<file path="src/rtl/rtcpc_pkg.sv">
// Purpose: Shared constants and types of the calendar power-control block.
// Assumes: One 20 MHz clock, 16-bit register port with 4-bit word address.
// Notes:   Window lengths count calendar timebase ticks.
package rtcpc_pkg;
   localparam int unsigned CLK_HZ          = 20_000_000;
   localparam int unsigned TICK_PERIOD_US  = 1000;
   localparam int unsigned TICK_CYCLES_DEF =
      (CLK_HZ / 1_000_000) * TICK_PERIOD_US;

   localparam int unsigned ADDR_W = 4;
   localparam int unsigned DATA_W = 16;
   localparam int unsigned CNT_W  = 16;
   localparam int unsigned TDIV_W = 24;

   localparam logic [3:0] ADDR_CTRL   = 4'h0;
   localparam logic [3:0] ADDR_STAB   = 4'h1;
   localparam logic [3:0] ADDR_SAMP   = 4'h2;
   localparam logic [3:0] ADDR_REST   = 4'h3;
   localparam logic [3:0] ADDR_STAT   = 4'h4;
   localparam logic [3:0] ADDR_CYCLES = 4'h5;

   localparam int unsigned BIT_CAL_EN     = 15;
   localparam int unsigned BIT_PWC_EN     = 10;
   localparam int unsigned BIT_PWC_POL    = 9;
   localparam int unsigned BIT_OPEN_DRAIN = 8;
   localparam int unsigned BIT_PIN_OE     = 7;
   localparam int unsigned BIT_REPEAT     = 6;
   localparam int unsigned SEL_LSB        = 0;
   localparam int unsigned SEL_MSB        = 2;
   localparam logic [2:0]  SEL_PWC        = 3'h3;

   localparam int unsigned STAT_STATE_LSB = 0;
   localparam int unsigned STAT_STATE_MSB = 2;
   localparam int unsigned STAT_PWR       = 4;
   localparam int unsigned STAT_GATE      = 5;
   localparam int unsigned STAT_PIN       = 6;

   localparam logic [15:0] STAB_RST = 16'h0001;
   localparam logic [15:0] SAMP_RST = 16'h0001;
   localparam logic [15:0] REST_RST = 16'h0001;

   typedef enum logic [2:0] {
      PC_IDLE,
      PC_STABLE,
      PC_SAMPLE,
      PC_REST,
      PC_DONE
   } rtcpc_state_e;

   typedef struct packed {
      logic              wr;
      logic              rd;
      logic [ADDR_W-1:0] addr;
      logic [DATA_W-1:0] wdata;
   } rtcpc_bus_req_s;

   typedef struct packed {
      logic       cal_en;
      logic       pwc_en;
      logic       pol;
      logic       open_drain;
      logic       pin_oe;
      logic       repeat_en;
      logic [2:0] pin_sel;
   } rtcpc_ctrl_s;
endpackage : rtcpc_pkg

</file>
<file path="src/rtl/rtcpc_top.sv">
// Purpose: Autonomous power-up, sample and power-down sequencer for an
//          external device switched from the calendar output pin.
// Assumes: Register port on the same clock; strobes one cycle each.
// Notes:   The pin is two signals; the bench resolves the wire.
//
// How it works
// [RQ1] Sequencer runs only with calendar unit enabled.
// [RQ2] Control bit 10 turns power control on.
// [RQ3] Pin carries signal only when enabled, select 011.
// [RQ4] Control bit 9 chooses active-high or active-low.
// [RQ5] Active-low works with open-drain pin drive.
// [RQ6] Sequence repeats only with periodic repeat set.
// [RQ7] Running sequencer drives power and gate outputs.
// [RQ8] Whole cycle runs with no processor action.
// [RQ9] Power assertion starts the stability window.
// [RQ10] Sample gate asserted through the sample window.
// [RQ11] Sample expiry drops gate and power together.
// [RQ12] Device settles within stability window; gate masks.
// [RQ13] Window lengths are tick counts loaded per assertion.
module rtcpc_top #(
   parameter int unsigned TICK_CYCLES = rtcpc_pkg::TICK_CYCLES_DEF
) (
   input  wire logic                     sys_clk,
   input  wire logic                     resetn,
   input  wire rtcpc_pkg::rtcpc_bus_req_s bus_req,
   output logic [rtcpc_pkg::DATA_W-1:0]  rd_data,
   output logic                          power_ctrl_signal,
   output logic                          sample_gate,
   output logic                          pin_out,
   output logic                          pin_oe
);
   import rtcpc_pkg::*;

   typedef struct packed {
      rtcpc_ctrl_s       ctrl;
      logic [CNT_W-1:0]  stab_len;
      logic [CNT_W-1:0]  samp_len;
      logic [CNT_W-1:0]  rest_len;
      rtcpc_state_e      fsm;
      logic [CNT_W-1:0]  win_cnt;
      logic [TDIV_W-1:0] tick_cnt;
      logic              tick;
      logic [CNT_W-1:0]  cycles;
      logic              pwr_active;
      logic              gate;
      logic              level;
      logic              pin_out;
      logic              pin_oe;
      logic [DATA_W-1:0] rd_data;
   } rtcpc_regs_s;

   localparam logic [TDIV_W-1:0] TICK_LAST =
      TDIV_W'(TICK_CYCLES - 1);

   rtcpc_regs_s q;
   rtcpc_regs_s next_q;

   logic running;
   logic expire;
   logic pin_drive;

   always_comb begin
      next_q  = q;
      next_q.tick    = 1'b0;
      next_q.rd_data = '0;

      // The timebase stops with the calendar unit, so no stale tick can
      // shorten the first window after a re-enable.
      if (!q.ctrl.cal_en) begin
         next_q.tick_cnt = '0;
      end else if (q.tick_cnt >= TICK_LAST) begin
         next_q.tick_cnt = '0;
         next_q.tick     = 1'b1;
      end else begin
         next_q.tick_cnt = q.tick_cnt + TDIV_W'(1);
      end

      if (bus_req.wr) begin
         unique case (bus_req.addr)
            ADDR_CTRL: begin
               next_q.ctrl.cal_en     = bus_req.wdata[BIT_CAL_EN];
               next_q.ctrl.pwc_en     = bus_req.wdata[BIT_PWC_EN];  // [RQ2]
               next_q.ctrl.pol        = bus_req.wdata[BIT_PWC_POL]; // [RQ4]
               next_q.ctrl.open_drain = bus_req.wdata[BIT_OPEN_DRAIN];
               next_q.ctrl.pin_oe     = bus_req.wdata[BIT_PIN_OE];
               next_q.ctrl.repeat_en  = bus_req.wdata[BIT_REPEAT];
               next_q.ctrl.pin_sel    = bus_req.wdata[SEL_MSB:SEL_LSB];
            end
            ADDR_STAB: begin
               next_q.stab_len = bus_req.wdata;
            end
            ADDR_SAMP: begin
               next_q.samp_len = bus_req.wdata;
            end
            ADDR_REST: begin
               next_q.rest_len = bus_req.wdata;
            end
            default: begin
            end
         endcase
      end

      if (bus_req.rd) begin
         unique case (bus_req.addr)
            ADDR_CTRL: begin
               next_q.rd_data[BIT_CAL_EN]      = q.ctrl.cal_en;
               next_q.rd_data[BIT_PWC_EN]      = q.ctrl.pwc_en;
               next_q.rd_data[BIT_PWC_POL]     = q.ctrl.pol;
               next_q.rd_data[BIT_OPEN_DRAIN]  = q.ctrl.open_drain;
               next_q.rd_data[BIT_PIN_OE]      = q.ctrl.pin_oe;
               next_q.rd_data[BIT_REPEAT]      = q.ctrl.repeat_en;
               next_q.rd_data[SEL_MSB:SEL_LSB] = q.ctrl.pin_sel;
            end
            ADDR_STAB: begin
               next_q.rd_data = q.stab_len;
            end
            ADDR_SAMP: begin
               next_q.rd_data = q.samp_len;
            end
            ADDR_REST: begin
               next_q.rd_data = q.rest_len;
            end
            ADDR_STAT: begin
               next_q.rd_data[STAT_STATE_MSB:STAT_STATE_LSB] = q.fsm;
               next_q.rd_data[STAT_PWR]  = q.pwr_active;
               next_q.rd_data[STAT_GATE] = q.gate;
               next_q.rd_data[STAT_PIN]  = q.level;
            end
            ADDR_CYCLES: begin
               next_q.rd_data = q.cycles;
            end
            default: begin
            end
         endcase
      end

      // Both enables must be set; either one dropping aborts at once.
      running = q.ctrl.cal_en & q.ctrl.pwc_en; // [RQ1] [RQ2]
      // A length of zero behaves as one tick so a window never vanishes.
      expire  = q.tick & (q.win_cnt <= CNT_W'(1));

      // No input from the processor side is needed once running.
      if (!running) begin // [RQ8]
         next_q.fsm        = PC_IDLE;
         next_q.pwr_active = 1'b0;
         next_q.gate       = 1'b0;
         next_q.win_cnt    = '0;
      end else begin
         unique case (q.fsm)
            PC_IDLE: begin
               next_q.fsm        = PC_STABLE;           // [RQ7] [RQ9]
               next_q.pwr_active = 1'b1;
               next_q.win_cnt    = q.stab_len;          // [RQ13]
            end
            PC_STABLE: begin
               // The device must be settled by the end of this window.
               if (expire) begin                       // [RQ12]
                  next_q.fsm     = PC_SAMPLE;           // [RQ10]
                  next_q.gate    = 1'b1;
                  next_q.win_cnt = q.samp_len;          // [RQ13]
               end else if (q.tick) begin
                  next_q.win_cnt = q.win_cnt - CNT_W'(1);
               end
            end
            PC_SAMPLE: begin
               if (expire) begin
                  next_q.gate       = 1'b0;             // [RQ11]
                  next_q.pwr_active = 1'b0;             // [RQ11]
                  next_q.cycles     = q.cycles + CNT_W'(1);
                  if (q.ctrl.repeat_en) begin           // [RQ6]
                     next_q.fsm     = PC_REST;
                     next_q.win_cnt = q.rest_len;
                  end else begin
                     next_q.fsm     = PC_DONE;
                     next_q.win_cnt = '0;
                  end
               end else if (q.tick) begin
                  next_q.win_cnt = q.win_cnt - CNT_W'(1);
               end
            end
            PC_REST: begin
               // Clearing repeat during the rest ends the series here.
               if (!q.ctrl.repeat_en) begin             // [RQ6]
                  next_q.fsm     = PC_DONE;
                  next_q.win_cnt = '0;
               end else if (expire) begin
                  next_q.fsm        = PC_STABLE;        // [RQ9]
                  next_q.pwr_active = 1'b1;
                  next_q.win_cnt    = q.stab_len;       // [RQ13]
               end else if (q.tick) begin
                  next_q.win_cnt = q.win_cnt - CNT_W'(1);
               end
            end
            PC_DONE: begin
               // A new single cycle needs either enable cleared and set again.
               next_q.fsm = PC_DONE;
            end
            default: begin
               next_q.fsm        = PC_IDLE;
               next_q.pwr_active = 1'b0;
               next_q.gate       = 1'b0;
            end
         endcase
      end

      next_q.level = next_q.ctrl.pol ? next_q.pwr_active  // [RQ4]
                                     : ~next_q.pwr_active;
      pin_drive = next_q.ctrl.pin_oe &
                  (next_q.ctrl.pin_sel == SEL_PWC);        // [RQ3]
      // Open drain only ever pulls low; the external pull-up supplies the
      // high level, which suits grounding the device directly when the
      // active-low setting is chosen.
      if (!pin_drive) begin
         next_q.pin_out = 1'b0;
         next_q.pin_oe  = 1'b0;
      end else if (next_q.ctrl.open_drain) begin          // [RQ5]
         next_q.pin_out = 1'b0;
         next_q.pin_oe  = ~next_q.level;
      end else begin
         next_q.pin_out = next_q.level;                   // [RQ3]
         next_q.pin_oe  = 1'b1;
      end
   end

   always_ff @(posedge sys_clk or negedge resetn) begin
      if (!resetn) begin
         q            <= '0;
         q.stab_len   <= STAB_RST;
         q.samp_len   <= SAMP_RST;
         q.rest_len   <= REST_RST;
         q.fsm        <= PC_IDLE;
         q.level      <= 1'b1;
      end else begin
         q <= next_q;
      end
   end

   assign rd_data           = q.rd_data;
   assign power_ctrl_signal = q.level;  // [RQ7]
   assign sample_gate       = q.gate;   // [RQ7]
   assign pin_out           = q.pin_out;
   assign pin_oe            = q.pin_oe;
endmodule // rtcpc_top

</file>
<file path="config.mk">
export PLATFORM = sky130hd
export DESIGN_NAME = rtcpc_top
export DESIGN_NICKNAME = d
export VERILOG_FILES = /design/src/rtl/rtcpc_pkg.sv /design/src/rtl/rtcpc_top.sv
export SDC_FILE = /design/constraint.sdc
export NUM_CORES = 1
export LEC_CHECK = 0
export ABC_AREA = 1
export BUFFER_PORTS_ARGS = -buffer_cell sky130_fd_sc_hd__buf_2
export CORE_ASPECT_RATIO = 0.6
export CORE_MARGIN = 2
export CORE_UTILIZATION = 40
export DETAILED_ROUTE_END_ITERATION = 7
export PLACE_DENSITY = 0.67
export SLEW_MARGIN = 0
export SYNTH_ARGS = -nofsm -noshare
export SYNTH_HDL_FRONTEND = slang
export SYNTH_SLANG_ARGS = --single-unit
</file>
<file path="constraint.sdc">
create_clock -name sys_clk -period 4.37 [get_ports sys_clk]
set_input_delay 0.437 -clock sys_clk [delete_from_list [all_inputs] [get_ports sys_clk]]
set_output_delay 0.437 -clock sys_clk [all_outputs]
set_load 0.1 [all_outputs]
</file>
# Word-level counts from Yosys, hierarchy flattened
# Cells that the tools add are included.
[classes]
n_addsub = 3
order_cmp = 2
eq_ne = 15
muxes = 39
n_bitwise = 5
n_reduce_logical = 11
[op_table]
columns = ["cell", "count"]
rows = [
  ["two-way mux 16 bit", 8],
  ["case mux 16 bit (4 select lines)", 1],
  ["two-way mux 19 bit", 3],
  ["two-way mux 55 bit", 1],
  ["two-way mux 24 bit", 2],
  ["adder 24 x 1 -> 24 bit, second input constant", 1],
  [">= comparator 24 x 15 -> 1 bit, second input constant", 1],
  ["case mux 4 bit (5 select lines)", 1],
  ["case mux 3 bit (6 select lines)", 1],
  ["adder 16 x 1 -> 16 bit, second input constant", 1],
  ["<= comparator 16 x 1 -> 1 bit, second input constant", 1],
  ["case mux 4 bit (4 select lines)", 1],
  ["subtractor 16 x 1 -> 16 bit, second input constant", 1],
  ["case mux 3 bit (5 select lines)", 1],
  ["case mux 2 bit (5 select lines)", 1],
  ["== test 3 x 2 -> 1 bit, second input constant", 3],
  ["two-way mux 3 bit", 3],
  ["AND reduction 3 bit", 3],
  ["== test 4 x 2 -> 1 bit, second input constant", 2],
  ["== test 4 x 3 -> 1 bit, second input constant", 2],
  ["two-way mux 2 bit", 4],
  ["case mux 1 bit (4 select lines)", 2],
  ["AND reduction 2 bit", 4],
  ["two-way mux 7 bit", 1],
  ["other kinds (17)", 26],
]
[word_totals]
regBits = 138
in_bits = 24
out_inout_bits = 20
wordCells = 96

# Logic depth before layout (Yosys ltp)
[logic_depth]
depth_word = 11
depth_mapped = 15
depth_no_buf = 15

# Worst setup path after synthesis
# OpenSTA, ideal clock, no wires.
[synth_path]
kind = "reg-to-reg"
start = "register q[62] (netlist bit)"
end = "register q[33] (netlist bit)"
setup_ns = 0.121
arrival_ns = 1.643
t_required_ns = 4.249
path_slack_ns = 2.605
path_stages_with_launch = 13
n_path_buf = 0
period_less_slack_ns = 1.765
cell_sequence = "dfrtp_1 inv_1 ha_1 inv_1 nand2_1 inv_1 nor2_4 nand3_4 nor3_4 inv_4 nor2_4 nand2_1 xor2_1"
[synth_via]
elab_chain_cells = 3
[synth_rtl]
columns = ["item", "line", "text"]
rows = [
  ["from (decl)", "rtcpc_top.sv:55", "rtcpc_regs_s q;"],
  ["from (signal assigned)", "rtcpc_top.sv:234", "q <= next_q;"],
  ["<= comparator 16 x 1 -> 1 bit", "rtcpc_top.sv:140", "expire = q.tick & (q.win_cnt <= CNT_W'(1));"],
  ["AND 1 bit", "rtcpc_top.sv:140", ""],
  ["AND reduction 3 bit (no source line)", "-", ""],
]
# Every way passes these cells.
# A chain may end at the register's enable or synchronous reset.

# Worst setup path after layout
[layout_path]
start = "input bus_req[19] (netlist bit)"
end = "register q[81] (netlist bit)"
[layout_via]
elab_chain_cells = 2
[layout_rtl]
columns = ["item", "line", "text"]
rows = [
  ["from (decl)", "rtcpc_top.sv:25", "input wire rtcpc_pkg::rtcpc_bus_req_s bus_req,"],
  ["== test 4 x 2 -> 1 bit", "rtcpc_top.sv:79", "unique case (bus_req.addr)"],
  ["AND reduction 2 bit (no source line)", "-", ""],
]
# Every way passes these cells.

==> results.txt <==
status = completed
Sw Ratio = 0.3063
Mean Syn Cell Area = 8.072 µm²
setup bufs post-CTS = 0
part of the cycle the worst path needs = 0.5332
worst skew pair latency = 0.43 ns
worst-margin pin slew = 1.099 ns
PD cells = 468.7 nW/µm²
DRC viols = 0
die height = 106.6 µm
Max FO, Critical Path = 32
Met2 Wirelength = 7.054 mm
Final min period = 2.330 ns
GRT Total Usage = 0.2244
total I/O pin count = 44
Initial DRC Count = 690
placed cell areas = 7350 µm²
post-route ant nets = 0
initial antenna violation count = 0
number of flops mapped to enable cells by yosys = 0
design area = 7999 µm²
Final Skew = 0.009823 ns
Cells after Synth = 870
nets = 931
Clock transition at path regs = 0.06 ns
layout cell share with drive strength beyond 1 = 0.1157
die area = 18670 µm²
first drt pass iteration count = 5
Max Transition Viols Final = 0
WL/cell = 17.19 µm
Max transition margin = 0.2647
synthesized flop and latch total = 138
HPWL Detailed = 14.69 mm
post-synthesis cell area = 7023 µm²
TritonCTS clock tree = built
hold_buf cts = 0
gr ovfl total = 0
via count = 6109
WHS = 0.1320 ns
Internal Power = 2.601 mW
Worst IR Drop VDD = 0.2409 mV
Via density = 5.312
Synth top area share = 0.4775
CTS Buffer Depth = 2
port bufs = 43
commonest non-fill, non-tap cell in the layout = nand2_1
Starting Density = 0.4089
Filler cells = 1663
Antenna diodes = 0
floorplan core area = 17180 µm²
Synth Warn # = 0
CTS Sinks = 138
worst setup path class = input port to flip-flop
largest net degree at the start of global routing = 112
cts repair resizes = 0
Flop pwr share = 0.416
fmax = 429.2 MHz
Met3 Routed Length = 2.722 mm
combinational cell fraction of total power = 0.157
DR top layer = met5
Reg2Reg Setup Slack = 2.08 ns
Area Overhead vs Synth = 13.90%
overall routed net length = 19.77 mm
arrival time at the worst endpoint = 2.64 ns
synth top area cells = dfrtp_1, nand2_1, o21ai_0, inv_1, nor2_1
Required @ worst endpoint = 4.68 ns
post-synth top area cell = dfrtp_1
Final Power = 3.749 mW
CP endpoint kind = flip-flop
row cnt = 37
RD Place Congestion = 0.9610
vias in the first global route = 5680
routed length on met1 = 9.705 mm
RR Endpoint = q[33]
FF-to-FF path depth = 12
Hold WC Path Type = input port to async pin
most common flop cell mapped by yosys = dfrtp_1
synth unique cells = 44
Clock Power Share = 0.427
RR Startpoint = q[62]
Async S/R FF share, synth = 1.000
CTS root buf = clkbuf_16
most frequent cells in the layout = nand2_1, dfrtp_1, inv_1, o21ai_0, nor2_1
Max-cap violations = 0
Die Wd = 175.1 µm
Util after Layout = 0.4657
first-pass GRT wire length = 31.84 mm
H-tree depth = 4
final setup vio count = 0
Total Neg Setup Slack = 0 ns
cts bufs inserted = 17
sequential element share of the synthesized area = 0.4924
Net Sw Power = 1.148 mW
RSZ-0062 raised after global routing = no
Final Hold Fails = 0
P_leak = 3.831 nW
Startpoint Class = input port
-- how the worst max path moves through the flow --
| stage | from | end |
|---|---|---|
| after floorplan | q[62] | q[33] |
| after global placement | bus_req[19] | q[82] |
| after detailed placement | bus_req[19] | q[84] |
| after CTS | q[62] | q[33] |
| after global routing | q[62] | q[33] |
| final | bus_req[19] | q[81] |
-- kinds of logic after synthesis --
logic type	Yosys count	share of synthesized area
AND/OR/NAND/NOR	392	0.2480
buffers and inverters	156	0.09549
AO/OA/AOI/OAI	152	0.1228
adder cells (fa/ha/maj)	4	0.007127
flip-flops	138	0.4924
other	1	0.0005340
XOR/XNOR	27	0.03367
-- power groups by stage --
| stage | Clock (mW) | Sequential, mW | Combinational, mW |
|---|---|---|---|
| 2_1_floorplan | 0 | 1.54 | 0.408 |
| 4_1_cts | 1.61 | 1.55 | 0.580 |
| 3_5_place_dp | 0 | 1.57 | 0.574 |
| 3_3_place_gp | 0 | 1.57 | 0.568 |
| 5_1_grt | 1.67 | 1.57 | 0.662 |
| 6_report | 1.60 | 1.56 | 0.589 |
-- flip-flops by register name, indices dropped and copies added, names as in the netlist --
register	count
pin_oe	1
pin_out	1
power_ctrl_signal	1
q	118
rd_data	16
sample_gate	1
-- Yosys cell counts, drive strengths merged (4+ instances only) --
master and instances:
o21ai 94, nand3 39, a21oi 18, buf 25, nand2 231, o22ai 18, nor3 18, a221oi 11
dfstp 4, clkbuf 13, nor2 77, nand4 15, dfrtp 134, ha 4, xor2 24, nor3b 6
inv 117
-- per-stage QoR --
| step | worst slack [ns] | cells |
|---|---|---|
| final | 2.040 | 1150 |
| after global routing | 1.833 | 1150 |
| after CTS | 2.073 | 1150 |
| after detailed placement | 1.790 | 1118 |
| after global placement | 1.799 | 1118 |
| after floorplan | 2.605 | 878 |
-- final cells by class --
cell class,instances,area [µm²],share of cell area
flip-flops and latches,138,3458,0.4323
clock inverters,14,220.2,0.02753
repair buffers,44,229.0,0.02863
well taps,234,292.8,0.03660
clock buffers,18,429.2,0.05365
inverters,118,445.4,0.05569
multi-input cells,584,2924,0.3656
-- critical path, stage by stage --
cell	delay (ns)
buf_2	0.12
nor2_4	0.14
nand3_1	0.42
inv_1	0.40
nand2_1	0.66
o21ai_0	0.46
-- routing by layer --
metal	vias up	GRT usage
met5	-	0.02778
met4	2	0.05476
met3	24	0.07943
met2	339	0.2747
met1	2887	0.3588
li1	2857	-
Power figures use the tool's default switching activity.
